## config.mk

```make
export PLATFORM = sky130hd
export DESIGN_NAME = fbr_regs
export DESIGN_NICKNAME = d
export VERILOG_FILES = /design/src/fbr_pkg.sv /design/src/fbr_clk_div.sv /design/src/fbr_regs.sv
export SDC_FILE = /design/constraint.sdc
export NUM_CORES = 1
export LEC_CHECK = 0
export BUFFER_PORTS_ARGS = -buffer_cell sky130_fd_sc_hd__clkbuf_2
export CAP_MARGIN = 20
export CORE_ASPECT_RATIO = 1.75
export CORE_MARGIN = 1.5
export CORE_UTILIZATION = 44
export CTS_CLUSTER_DIAMETER = 50
export DETAILED_ROUTE_END_ITERATION = 8
export GPL_ROUTABILITY_DRIVEN = 0
export GPL_TIMING_DRIVEN = 0
export HOLD_SLACK_MARGIN = 0.15
export PLACE_DENSITY = 0.65
export SLEW_MARGIN = 20
export SYNTH_ARGS = -nofsm -noshare
export SYNTH_HDL_FRONTEND = slang
export SYNTH_SLANG_ARGS = --single-unit
export TNS_END_PERCENT = 20
```

## constraint.sdc

```tcl
create_clock -name i_clock -period 1.91 [get_ports i_clock]
set_input_delay 0.382 -clock i_clock [delete_from_list [all_inputs] [get_ports i_clock]]
set_output_delay 0.382 -clock i_clock [all_outputs]
set_load 0.05 [all_outputs]
```

## src/fbr_pkg.sv

```systemverilog
// fbr_pkg: register map, field positions, reset values and widths for the fieldbus host registers
package fbr_pkg;

  // ==========================================================================
  // register offsets
  // ==========================================================================
  localparam logic [5:0] OFS_BYTE_PORT     = 6'h00;
  localparam logic [5:0] OFS_LINE_CTRL_A   = 6'h01;
  localparam logic [5:0] OFS_LINE_CTRL_B   = 6'h02;
  localparam logic [5:0] OFS_CLOCK_INDEX   = 6'h03;
  localparam logic [5:0] OFS_COMM_IRQ      = 6'h04;
  localparam logic [5:0] OFS_ADDR_IRQ      = 6'h05;
  localparam logic [5:0] OFS_TIMER_IRQ     = 6'h06;
  localparam logic [5:0] OFS_ERROR_IRQ     = 6'h07;
  localparam logic [5:0] OFS_COMM_MASK     = 6'h08;
  localparam logic [5:0] OFS_ADDR_MASK     = 6'h09;
  localparam logic [5:0] OFS_TIMER_MASK    = 6'h0a;
  localparam logic [5:0] OFS_ERROR_MASK    = 6'h0b;
  localparam logic [5:0] OFS_SRAM_CLK_DIV  = 6'h26;

  // ==========================================================================
  // field widths and positions
  // ==========================================================================
  localparam int          ADDR_W           = 6;
  localparam int          DATA_W           = 8;
  localparam int          BAUD_W           = 5;
  localparam int          SRAM_DIV_W       = 4;
  localparam logic [7:0]  LINE_A_USED      = 8'h3f;
  localparam logic [7:0]  LINE_B_USED      = 8'h1f;
  localparam logic [7:0]  COMM_USED        = 8'hff;
  localparam logic [7:0]  ADDR_USED        = 8'h0f;
  localparam logic [7:0]  TIMER_USED       = 8'h3f;
  localparam logic [7:0]  ERROR_USED       = 8'h7f;
  localparam logic [7:0]  SRAM_DIV_USED    = 8'h0f;
  localparam int          LA_PREAMBLE_LSB  = 0;
  localparam int          LA_TX_CHECK      = 2;
  localparam int          LA_TX_ENABLE     = 3;
  localparam int          LA_DUPLEX        = 4;
  localparam int          LA_RX_ENABLE     = 5;
  localparam int          LB_ADDR_RECOG    = 0;
  localparam int          LB_DMA_RX        = 1;
  localparam int          LB_DMA_TX        = 2;
  localparam int          LB_LOOP          = 3;
  localparam int          LB_MEDIUM        = 4;
  localparam int          CC_BAUD_LSB      = 0;
  localparam int          CC_MODE_LSB      = 5;
  localparam int          CC_SOURCE        = 7;
  localparam logic [1:0]  MODE_STOPPED     = 2'b11;
  localparam int          COMM_TX_EMPTY    = 0;
  localparam int          COMM_RX_FULL     = 7;
  localparam int          IDX_EXTERNAL     = 7;

  // ==========================================================================
  // reset values
  // ==========================================================================
  localparam logic [7:0]  RST_CTRL         = 8'h00;
  localparam logic [7:0]  RST_MASK         = 8'hff;
  localparam logic [7:0]  RST_TIMER_IRQ    = 8'h2a;
  localparam logic [7:0]  RST_OTHER_IRQ    = 8'h00;

endpackage : fbr_pkg

```

## src/fbr_clk_div.sv

```systemverilog
// fbr_clk_div: tick divider that emits one pulse every (divisor + 1) input ticks
`timescale 1ns/1ps
module fbr_clk_div #(
  parameter int W = 5
) (
  input  wire logic         i_clock,
  input  wire logic         i_rst_n,
  input  wire logic         i_clock_en,
  input  wire logic         i_tick,
  input  wire logic         i_run,
  input  wire logic [W-1:0] i_divisor,
  output logic              o_pulse
);

  logic [W-1:0] count_reg;
  logic         wrap;

  assign wrap = (count_reg >= i_divisor);

  always_ff @(posedge i_clock or negedge i_rst_n)
  begin
    if (!i_rst_n)
    begin
      count_reg <= '0;
      o_pulse   <= 1'b0;
    end
    else if (i_clock_en)
    begin
      if (!i_run)
      begin
        count_reg <= '0;
        o_pulse   <= 1'b0;
      end
      else if (i_tick)
      begin
        count_reg <= wrap ? '0 : W'(count_reg + 1'b1);
        o_pulse   <= wrap;
      end
      else
      begin
        o_pulse   <= 1'b0;
      end
    end
  end

endmodule : fbr_clk_div

```

## src/fbr_regs.sv

```systemverilog
// fbr_regs: host register bank of the fieldbus controller, byte bus slave and event flags
//
// Functional notes
// - host write at 0x00 sends byte out
// - dma mode fetches bytes and clears flags itself
// - write while idle only starts transmission
// - read at 0x00 returns latest received byte
// - dma receive stores each byte to sram
// - control register a holds enable bits
// - preamble field selects one to four bytes
// - medium enable gates transmit enable output
// - loop bit routes transmit to receiver
// - control b holds dma and recognition enables
// - clock source bit picks system or line clock
// - rate mode 11 stops internal clock
// - baud divider gives input over value+1
// - sram divider gives system over value+1
// - index register ors the four status registers
// - irq output low when any summary set
// - status readable, write one clears bit
// - communication event bits set by hardware
// - address event bits set, top four zero
// - timer compare and wrap bits, compares set
// - cleared mask clears and blocks its bit
`timescale 1ns/1ps
module fbr_regs
  import fbr_pkg::*;
(
  input  wire logic              i_clock,
  input  wire logic              i_rst_n,
  input  wire logic              i_clock_en,
  // host byte bus
  input  wire logic              i_reg_cs_n,
  input  wire logic              i_wr,
  input  wire logic              i_rd,
  input  wire logic [ADDR_W-1:0] i_addr,
  input  wire logic [DATA_W-1:0] i_wdata,
  output logic      [DATA_W-1:0] o_rdata,
  // transmitter side
  input  wire logic              i_tx_idle,
  input  wire logic              i_tx_active,
  input  wire logic              i_tx_byte_req,
  input  wire logic              i_tx_done,
  output logic      [DATA_W-1:0] o_tx_byte,
  output logic                   o_tx_byte_valid,
  output logic                   o_tx_start,
  output logic                   o_mau_tx_en,
  // dma transmit fetch from sram
  output logic                   o_dma_fetch,
  input  wire logic              i_dma_valid,
  input  wire logic [DATA_W-1:0] i_dma_byte,
  // receiver side
  input  wire logic              i_rx_valid,
  input  wire logic [DATA_W-1:0] i_rx_byte,
  input  wire logic              i_rx_done,
  input  wire logic              i_end_delim,
  input  wire logic              i_rx_overflow,
  input  wire logic              i_start_delim,
  input  wire logic              i_carrier,
  output logic                   o_sram_wr,
  output logic      [DATA_W-1:0] o_sram_wdata,
  // other event sources
  input  wire logic [3:0]        i_addr_events,
  input  wire logic [5:0]        i_timer_events,
  input  wire logic [6:0]        i_error_events,
  input  wire logic              i_external_irq_in_n,
  output logic                   o_irq_request_out_n,
  // configuration to the line logic
  output logic                   o_receive_enable,
  output logic                   o_transmit_enable,
  output logic                   o_duplex_select,
  output logic                   o_tx_check_enable,
  output logic      [1:0]        o_preamble_length,
  output logic                   o_internal_loop,
  output logic                   o_dma_tx_enable,
  output logic                   o_dma_rx_enable,
  output logic                   o_addr_recog_enable,
  output logic                   o_rate_active,
  // clocking
  input  wire logic              i_line_clock_input,
  output logic                   o_tick_500k,
  output logic                   o_sram_clk_tick
);

  // ==========================================================================
  // bus decode
  // ==========================================================================
  logic wr_en, rd_en, wr_byte_port, wr_line_a, wr_line_b, wr_clock, wr_sram_div;
  logic wr_comm, wr_addr, wr_timer, wr_error;
  logic wr_comm_mask, wr_addr_mask, wr_timer_mask, wr_error_mask;

  assign wr_en         = !i_reg_cs_n && i_wr;
  assign rd_en         = !i_reg_cs_n && i_rd;
  assign wr_byte_port  = wr_en && (i_addr == OFS_BYTE_PORT);
  assign wr_line_a     = wr_en && (i_addr == OFS_LINE_CTRL_A);
  assign wr_line_b     = wr_en && (i_addr == OFS_LINE_CTRL_B);
  assign wr_clock      = wr_en && (i_addr == OFS_CLOCK_INDEX);
  assign wr_sram_div   = wr_en && (i_addr == OFS_SRAM_CLK_DIV);
  assign wr_comm       = wr_en && (i_addr == OFS_COMM_IRQ);
  assign wr_addr       = wr_en && (i_addr == OFS_ADDR_IRQ);
  assign wr_timer      = wr_en && (i_addr == OFS_TIMER_IRQ);
  assign wr_error      = wr_en && (i_addr == OFS_ERROR_IRQ);
  assign wr_comm_mask  = wr_en && (i_addr == OFS_COMM_MASK);
  assign wr_addr_mask  = wr_en && (i_addr == OFS_ADDR_MASK);
  assign wr_timer_mask = wr_en && (i_addr == OFS_TIMER_MASK);
  assign wr_error_mask = wr_en && (i_addr == OFS_ERROR_MASK);

  // ==========================================================================
  // control registers
  // ==========================================================================
  logic [7:0] line_control_a_reg, line_control_b_reg;
  logic [7:0] clock_control_reg, sram_clock_divider_reg;

  always_ff @(posedge i_clock or negedge i_rst_n)
  begin
    if (!i_rst_n)
    begin
      line_control_a_reg     <= RST_CTRL;
      line_control_b_reg     <= RST_CTRL;
      clock_control_reg      <= RST_CTRL;
      sram_clock_divider_reg <= RST_CTRL;
    end
    else if (i_clock_en)
    begin
      if (wr_line_a)
        line_control_a_reg <= i_wdata & LINE_A_USED;
      if (wr_line_b)
        line_control_b_reg <= i_wdata & LINE_B_USED;
      if (wr_clock)
        clock_control_reg <= i_wdata;
      if (wr_sram_div)
        sram_clock_divider_reg <= i_wdata & SRAM_DIV_USED;
    end
  end

  // configuration outputs come straight from the register flops
  assign o_preamble_length   = line_control_a_reg[LA_PREAMBLE_LSB +: 2];
  assign o_tx_check_enable   = line_control_a_reg[LA_TX_CHECK];
  assign o_transmit_enable   = line_control_a_reg[LA_TX_ENABLE];
  assign o_duplex_select     = line_control_a_reg[LA_DUPLEX];
  assign o_receive_enable    = line_control_a_reg[LA_RX_ENABLE];
  assign o_addr_recog_enable = line_control_b_reg[LB_ADDR_RECOG];
  assign o_dma_rx_enable     = line_control_b_reg[LB_DMA_RX];
  assign o_dma_tx_enable     = line_control_b_reg[LB_DMA_TX];
  assign o_internal_loop     = line_control_b_reg[LB_LOOP];

  logic medium_enable, dma_tx, dma_rx, line_clock_source;
  logic [1:0]        rate_mode_select;
  logic [BAUD_W-1:0] baud_divider;

  assign medium_enable     = line_control_b_reg[LB_MEDIUM];
  assign dma_tx            = line_control_b_reg[LB_DMA_TX];
  assign dma_rx            = line_control_b_reg[LB_DMA_RX];
  assign rate_mode_select  = clock_control_reg[CC_MODE_LSB +: 2];
  assign line_clock_source = clock_control_reg[CC_SOURCE];
  assign baud_divider      = clock_control_reg[CC_BAUD_LSB +: BAUD_W];

  // ==========================================================================
  // transmit path
  // ==========================================================================
  // a write that lands while the transmitter is idle kicks off a frame only;
  // the byte it carries is deliberately thrown away
  logic tx_kick, tx_host_byte, tx_dma_req;

  assign tx_kick      = wr_byte_port && i_tx_idle;
  assign tx_host_byte = wr_byte_port && !i_tx_idle && !dma_tx;
  assign tx_dma_req   = dma_tx && i_tx_byte_req;

  always_ff @(posedge i_clock or negedge i_rst_n)
  begin
    if (!i_rst_n)
    begin
      o_tx_byte       <= '0;
      o_tx_byte_valid <= 1'b0;
      o_tx_start      <= 1'b0;
      o_dma_fetch     <= 1'b0;
      o_mau_tx_en     <= 1'b0;
    end
    else if (i_clock_en)
    begin
      o_tx_start      <= tx_kick;
      o_dma_fetch     <= tx_dma_req;
      o_tx_byte_valid <= tx_host_byte || (dma_tx && i_dma_valid);
      if (tx_host_byte)
        o_tx_byte <= i_wdata;
      else if (dma_tx && i_dma_valid)
        o_tx_byte <= i_dma_byte;
      o_mau_tx_en     <= i_tx_active && medium_enable;
    end
  end

  // ==========================================================================
  // receive path
  // ==========================================================================
  logic [DATA_W-1:0] rx_byte_port_reg;

  always_ff @(posedge i_clock or negedge i_rst_n)
  begin
    if (!i_rst_n)
    begin
      rx_byte_port_reg <= '0;
      o_sram_wr        <= 1'b0;
      o_sram_wdata     <= '0;
    end
    else if (i_clock_en)
    begin
      if (i_rx_valid)
        rx_byte_port_reg <= i_rx_byte;
      o_sram_wr <= i_rx_valid && dma_rx;
      if (i_rx_valid && dma_rx)
        o_sram_wdata <= i_rx_byte;
    end
  end

  // ==========================================================================
  // interrupt status and masks
  // ==========================================================================
  // in dma mode the byte handshakes are consumed internally, so each of those two
  // flags never reaches software while its own dma direction (rx or tx) is on and cannot flood the irq line
  logic [7:0] comm_events, addr_events, timer_events, error_events;
  assign comm_events = {i_rx_valid && !dma_rx, i_carrier, i_start_delim, i_rx_overflow,
                        i_end_delim, i_rx_done, i_tx_done,
                        i_tx_byte_req && !dma_tx};
  assign addr_events  = {4'h0, i_addr_events};
  assign timer_events = {2'h0, i_timer_events};
  assign error_events = {1'b0, i_error_events};
  logic [7:0] comm_irq_status_reg, addr_irq_status_reg, timer_irq_status_reg;
  logic [7:0] error_irq_status_reg, comm_irq_status_next, addr_irq_status_next;
  logic [7:0] timer_irq_status_next, error_irq_status_next;
  logic [7:0] comm_mask_reg, addr_mask_reg, timer_mask_reg, error_mask_reg;
  logic [7:0] comm_clr, addr_clr, timer_clr, error_clr;
  assign comm_clr  = wr_comm  ? i_wdata : 8'h00;
  assign addr_clr  = wr_addr  ? i_wdata : 8'h00;
  assign timer_clr = wr_timer ? i_wdata : 8'h00;
  assign error_clr = wr_error ? i_wdata : 8'h00;

  // a new event beats a clear in the same cycle; a zero mask bit wipes the flag
  assign comm_irq_status_next  = ((comm_irq_status_reg & ~comm_clr) | comm_events)
                                 & comm_mask_reg & COMM_USED;
  assign addr_irq_status_next  = ((addr_irq_status_reg & ~addr_clr) | addr_events)
                                 & addr_mask_reg & ADDR_USED;
  assign timer_irq_status_next = ((timer_irq_status_reg & ~timer_clr) | timer_events)
                                 & timer_mask_reg & TIMER_USED;
  assign error_irq_status_next = ((error_irq_status_reg & ~error_clr) | error_events)
                                 & error_mask_reg & ERROR_USED;

  always_ff @(posedge i_clock or negedge i_rst_n)
  begin
    if (!i_rst_n)
    begin
      comm_irq_status_reg  <= RST_OTHER_IRQ;
      addr_irq_status_reg  <= RST_OTHER_IRQ;
      timer_irq_status_reg <= RST_TIMER_IRQ;
      error_irq_status_reg <= RST_OTHER_IRQ;
    end
    else if (i_clock_en)
    begin
      comm_irq_status_reg  <= comm_irq_status_next;
      addr_irq_status_reg  <= addr_irq_status_next;
      timer_irq_status_reg <= timer_irq_status_next;
      error_irq_status_reg <= error_irq_status_next;
    end
  end

  always_ff @(posedge i_clock or negedge i_rst_n)
  begin
    if (!i_rst_n)
    begin
      comm_mask_reg  <= RST_MASK & COMM_USED;
      addr_mask_reg  <= RST_MASK & ADDR_USED;
      timer_mask_reg <= RST_MASK & TIMER_USED;
      error_mask_reg <= RST_MASK & ERROR_USED;
    end
    else if (i_clock_en)
    begin
      if (wr_comm_mask)
        comm_mask_reg <= i_wdata & COMM_USED;
      if (wr_addr_mask)
        addr_mask_reg <= i_wdata & ADDR_USED;
      if (wr_timer_mask)
        timer_mask_reg <= i_wdata & TIMER_USED;
      if (wr_error_mask)
        error_mask_reg <= i_wdata & ERROR_USED;
    end
  end

  // ==========================================================================
  // interrupt index and request line
  // ==========================================================================
  logic [3:0] source_flags;
  logic [7:0] irq_source_index;
  assign source_flags = {|error_irq_status_reg, |timer_irq_status_reg,
                         |addr_irq_status_reg, |comm_irq_status_reg};
  assign irq_source_index = {!i_external_irq_in_n, 3'h0, source_flags};

  always_ff @(posedge i_clock or negedge i_rst_n)
  begin
    if (!i_rst_n)
      o_irq_request_out_n <= 1'b1;
    else if (i_clock_en)
      o_irq_request_out_n <= !(|source_flags);
  end

  // ==========================================================================
  // read data
  // ==========================================================================
  // write-only cells (tx port, clock control) share offsets with readable
  // ones, so reads there return the readable register
  logic [7:0]        rd_mux;

  always_comb
  begin
    rd_mux = 8'h00;
    case (i_addr)
      OFS_BYTE_PORT:    rd_mux = rx_byte_port_reg;
      OFS_LINE_CTRL_A:  rd_mux = line_control_a_reg;
      OFS_LINE_CTRL_B:  rd_mux = line_control_b_reg;
      OFS_CLOCK_INDEX:  rd_mux = irq_source_index;
      OFS_COMM_IRQ:     rd_mux = comm_irq_status_reg;
      OFS_ADDR_IRQ:     rd_mux = addr_irq_status_reg;
      OFS_TIMER_IRQ:    rd_mux = timer_irq_status_reg;
      OFS_ERROR_IRQ:    rd_mux = error_irq_status_reg;
      OFS_COMM_MASK:    rd_mux = comm_mask_reg;
      OFS_ADDR_MASK:    rd_mux = addr_mask_reg;
      OFS_TIMER_MASK:   rd_mux = timer_mask_reg;
      OFS_ERROR_MASK:   rd_mux = error_mask_reg;
      OFS_SRAM_CLK_DIV: rd_mux = sram_clock_divider_reg;
      default:          rd_mux = 8'h00;
    endcase
  end

  always_ff @(posedge i_clock or negedge i_rst_n)
  begin
    if (!i_rst_n)
      o_rdata <= '0;
    else if (i_clock_en && rd_en)
      o_rdata <= rd_mux;
  end

  // ==========================================================================
  // clock generation
  // ==========================================================================
  // the line clock pin is sampled as a plain input; its rising edge counts as
  // one input tick, so it must run well below the system clock
  logic line_clk_q, line_tick, baud_tick_in, rate_run;
  always_ff @(posedge i_clock or negedge i_rst_n)
  begin
    if (!i_rst_n)
    begin
      line_clk_q    <= 1'b0;
      o_rate_active <= 1'b0;
    end
    else if (i_clock_en)
    begin
      line_clk_q    <= i_line_clock_input;
      o_rate_active <= rate_run;
    end
  end

  assign line_tick    = i_line_clock_input && !line_clk_q;
  assign baud_tick_in = line_clock_source ? line_tick : 1'b1;
  assign rate_run     = (rate_mode_select != MODE_STOPPED);

  fbr_clk_div #(
    .W          (BAUD_W)
  ) u_baud_div (
    .i_clock    (i_clock),
    .i_rst_n    (i_rst_n),
    .i_clock_en (i_clock_en),
    .i_tick     (baud_tick_in),
    .i_run      (rate_run),
    .i_divisor  (baud_divider),
    .o_pulse    (o_tick_500k)
  );

  fbr_clk_div #(
    .W          (SRAM_DIV_W)
  ) u_sram_div (
    .i_clock    (i_clock),
    .i_rst_n    (i_rst_n),
    .i_clock_en (i_clock_en),
    .i_tick     (1'b1),
    .i_run      (1'b1),
    .i_divisor  (sram_clock_divider_reg[SRAM_DIV_W-1:0]),
    .o_pulse    (o_sram_clk_tick)
  );

endmodule : fbr_regs

```

Word level (Yosys, flattened, before mapping)

Index checks and enable logic that the tools add are counted.

Flip-flop bits (word level): 124
Word-level logic and storage cells: 129
Input bits: 66
Output and inout port bits: 43

$add $sub $neg: 2
Bitwise logic cells: 16
Reduce and logical (&&, ||, !) cells: 53
$lt $le $gt $ge: 2
Muxes and demuxes: 14
Equality and inequality tests: 14

Operators with widths:

| operator           | count |
|---|---|
| $pmux 8 s13        | 1 |
| $logic_and 1x1->1  | 26 |
| $reduce_or 25->1   | 1 |
| $eq 6x3->1 const B | 4 |
| $eq 6x4->1 const B | 4 |
| $mux 8             | 3 |
| $reduce_and 2->1   | 12 |
| $and 8x8->8        | 2 |
| $mux 5             | 3 |
| $and 7x7->7        | 2 |
| $and 6x6->6        | 2 |
| $eq 6x2->1 const B | 2 |
| $and 4x4->4        | 2 |
| $mux 4             | 2 |
| $not 8->8          | 1 |
| $or 8x8->8         | 1 |
| $reduce_or 8->1    | 1 |
| $logic_not 1->1    | 7 |
| $mux 7             | 1 |
| $not 7->7          | 1 |
| $or 7x7->7         | 1 |
| $reduce_or 7->1    | 1 |
| $eq 6x1->1 const B | 1 |
| $eq 6x6->1 const B | 1 |
| other kinds (16)   | 19 |

Logic depth before layout (Yosys ltp)

Depth after elaboration: 8
Gate-level depth with buffers: 8

Hierarchy

From an unflattened synthesis, not the netlist that was laid out.

Cells, all modules: 561
Area, all modules: 6466.2 sq um

By module, submodules not included:

| module                    | instances | area each (sq um) | cells each |
|---|---|---|---|
| fbr_regs                  | 1         | 5640.4            | 475 |
| fbr_clk_div at u_baud_div | 1         | 484.2             | 52 |
| fbr_clk_div at u_sram_div | 1         | 341.6             | 34 |

Worst setup path before layout

OpenSTA, ideal clock, no wires.

Path type: input to register
From: in i_addr[4]
To: reg o_tx_byte[0]
Data required time: 1.791 ns
Data arrival time: 1.831 ns
Setup slack: -0.040 ns
Stages: 6
Path buffers: 1
Path through: buf_4 > or4_4 > nor3_4 > nand4_4 > o22a_1 > o21a_1

Longest elaborated chain between the ends: 6

Ends and longest elaborated chain:

| item                              | line            | text |
|---|---|---|
| start: declaration                | fbr_regs.sv:36  | `input wire logic [ADDR_W-1:0] i_addr,` |
| $logic_not 6->1 *                 | fbr_regs.sv:94  | `assign wr_byte_port = wr_en && (i_addr == OFS_BYTE_PORT);` |
| $logic_and 1x1->1 *               | fbr_regs.sv:94  |  |
| $logic_and 1x1->1 * (2 in series) | fbr_regs.sv:166 | `assign tx_host_byte = wr_byte_port && !i_tx_idle && !dma_tx;` |
| $reduce_bool 2->1 (no line)       | --              |  |
| $reduce_and 2->1 (no line)        | --              |  |
| end signal: assignment            | fbr_regs.sv:185 | `o_tx_byte <= i_wdata;` |
| end signal: assignment            | fbr_regs.sv:187 | `o_tx_byte <= i_dma_byte;` |
| end: declaration                  | fbr_regs.sv:44  | `output logic [DATA_W-1:0] o_tx_byte,` |

Mark *: on every way between the ends. The rest lies on a longest branch, timed or not.
A chain may end at the register's enable or synchronous reset.

Worst setup path after layout

From: in i_addr[5]
To: reg o_tx_byte[7]

Same word-level chain as after synthesis.

==> impl_metrics.ini <==
[status]
status = finished with violations
violations = setup timing

[flow_run]
cap_violations = 0

[worst_setup_path]
path_class = in2reg
critPathMaxStageDelay_ns = 0.64
start_kind = input port
arrival_ns = 2.23
slowest_stage = or4_4
setup.worst_path.end_class = register
crit_family = simple AND/OR/NAND/NOR gates
required_ns = 2.22
crit_chain = clkbuf_2 > or4_4 > nor3_4 > nand4_4 > o22a_1 > o21a_1
path_max_fanout = 9
cp_num_buf_inv = 1

[synth]
synth_nets = 612
synthAdderAreaFrac = 0.0222
synth_ff_type = dfrtp_1
avgSynthCellArea_um2 = 11.6
yosys.area.top_type_share = 0.384
synth_xor_area_frac = 0.00141
yosysWarnings = 0
synth.area.top_cells = dfrtp_1, dfstp_2, mux2_2, a22o_1, o21ai_0
synth_seq_cells = 124
synth_top_area_cell = dfrtp_1
muxShareOfSynthArea = 0.150
synth_compound_area_frac = 0.174
ys_seq_area_frac = 0.507
synthSimpleGateAreaFrac = 0.115
synth_top_family_by_area = compound AO/OA/AOI/OAI gates
synth_cell_types = 60
syn_inst = 535
synth_area_um2 = 6190
async_flop_share = 1.00
synth_enable_flop_cells = 0

[global_route]
grt_pass1_vias = 5318
grt_max_degree = 90
antenna_found_initial = 0
grt_usage = 0.266
grt-ovfl-total = 0
grt_pass1_wl_mm = 29.5

[timing]
worst_pin_slew_ns = 0.779
rsz0062_at_grt = yes
maxSlewHeadroom = 0.481
timing.final.crit_share = 1.01
hold_ws_ns = 0.178
fin_skew_ns = 0.00604
drv_slew = 0
tns_ns = -0.0829
setup_viol = 8
min_period_ns = 1.93
hold_viol_final = 0
fmax_ghz = 0.519
fin_ws_ns = -0.0164

[floorplan]
row_count = 57
io-pin-count = 109
start_util = 0.448
core_area_um2 = 13800
die_width_um = 92.7
die_y_um = 160
dieArea_um2 = 14800

[detailed_routing]
vias = 5133
drtIter0Drc = 394
drt-total-wl_mm = 19.0
dr.pass1.iters = 6
drtAntennaViolNets = 0
routed_via_density = 6.01
routed_wire_length_per_instance_um = 22.2
drc = 0

[pwr]
total_power_mw = 7.65
power.leakage_nw = 3.55
peakVddDrop_v = 0.000558
power.density_nw_per_um2 = 995

[clock_tree]
path_clk_slew_ns = 0.06
clock_latency_ns = 0.42
numCtsBuffers = 17
cts_tree = built
cts_sinks = 124
clockBufferDepth = 2
cts_root_buf = clkbuf_16
htree_levels = 4

[worst_hold_path]
min_path_type = in2reg

[cells_and_area]
drive_above_1_share = 0.388
area_growth_pct = 24.1
fin_area_um2 = 7680
antenna_cells = 0
mostFrequentLayoutCell = clkbuf_2
utilization = 0.555
final_cell_mix = clkbuf_2, dfrtp_1, mux2_2
final_nets = 741

[placed_design]
numPortBuffers = 104
dp_hpwl_mm = 13.8
place_area_um2 = 6970
[path summary, 6_finish.rpt]
check,cells after the start,from,endpoint,slack [ns]
worst max register to register,4,error_irq_status_reg[0],o_rdata[3],0.05
worst min-delay path,3,i_timer_events[1],timer_irq_status_reg[1],0.18
worst max-delay path,6,i_addr[5],o_tx_byte[7],-0.02
max in group asynchronous,3,i_rst_n,comm_mask_reg[6],0.70
min in group asynchronous,2,i_rst_n,o_tx_byte[0],0.43
worst min register to register,1,o_tx_byte_valid,o_tx_byte_valid,0.48
[power by group]
part	switching (mW)	total (mW)	internal (mW)
Clock	1.20	3.19	1.99
Combinational	0.899	1.37	0.475
Sequential	0.190	3.08	2.89
[per-layer routing]
layer / vias to the layer above / wire [µm] / track usage
li1: 2266 / - / -
met1: 2571 / 7080 / 0.304
met2: 221 / 9660 / 0.451
met3: 75 / 1030 / 0.0510
met4: 0 / 1200 / 0.164
met5: - / 0 / 0
[worst reg2reg max path, delay by kind of cell, from the launching register on]
kind               cells  cell delay, ns
AOI/OAI and AO/OA      2            0.31
and+or+nand+nor        2            1.00
DFF                    1            0.42
[area by class of cell]
cell class,count,area (µm²)
Buffer,28,130
Clock buffer,19,453
Clock inverter,13,143
Fill cell,1238,6150
Inverter,18,67.6
Multi-Input combinational cell,365,2930
Sequential cell,124,3140
Tap cell,177,221
Timing Repair Buffer,110,599
[repair_timing]
action                                  4_1_cts  5_1_grt
gates resized for setup                      11       11
hold endpoints to repair                     24        0
hold buffers                                  2        0
endpoints found under the setup margin       46       44
setup buffers                                 2        1
pin swaps                                     1        1
[cells by family (layout without fill, tap and decap cells)]
family	Yosys count	in the layout
AOI/OAI and AO/OA	149	149
and+or+nand+nor	127	127
DFF	124	124
muxes	77	77
buffers and inverters	46	188
adders and majority gates	11	11
xor gates and xnor gates	1	1
[cells in the mapped netlist, types with 3 or more instances]
master / instances
dfrtp_1: 95
mux2_2: 54
nand2_1: 43
o21ai_0: 35
dfstp_2: 29
a22o_1: 28
nand3_1: 23
inv_1: 18
clkbuf_1: 16
a21boi_0: 14
a21oi_1: 13
nor2_1: 13
ha_1: 11
mux2_1: 11
a22oi_1: 9
buf_2: 9
o21a_1: 9
o22a_1: 8
and3_1: 7
nand2b_1: 7
nor2b_1: 7
mux2i_1: 6
mux4_2: 6
a31oi_1: 5
o2bb2ai_1: 4
or4_1: 4
a221oi_1: 3
nand3b_1: 3
o21ai_1: 3
o31ai_1: 3
[stage by stage]
stage,setup slack [ns],instances
after global routing,-0.0788,854
after floorplan,-0.0403,535
final,-0.0164,854
after CTS,0.0102,853
after detailed placement,-0.720,817
after global placement,-1.36,816
Power figures use the tool's default switching activity.
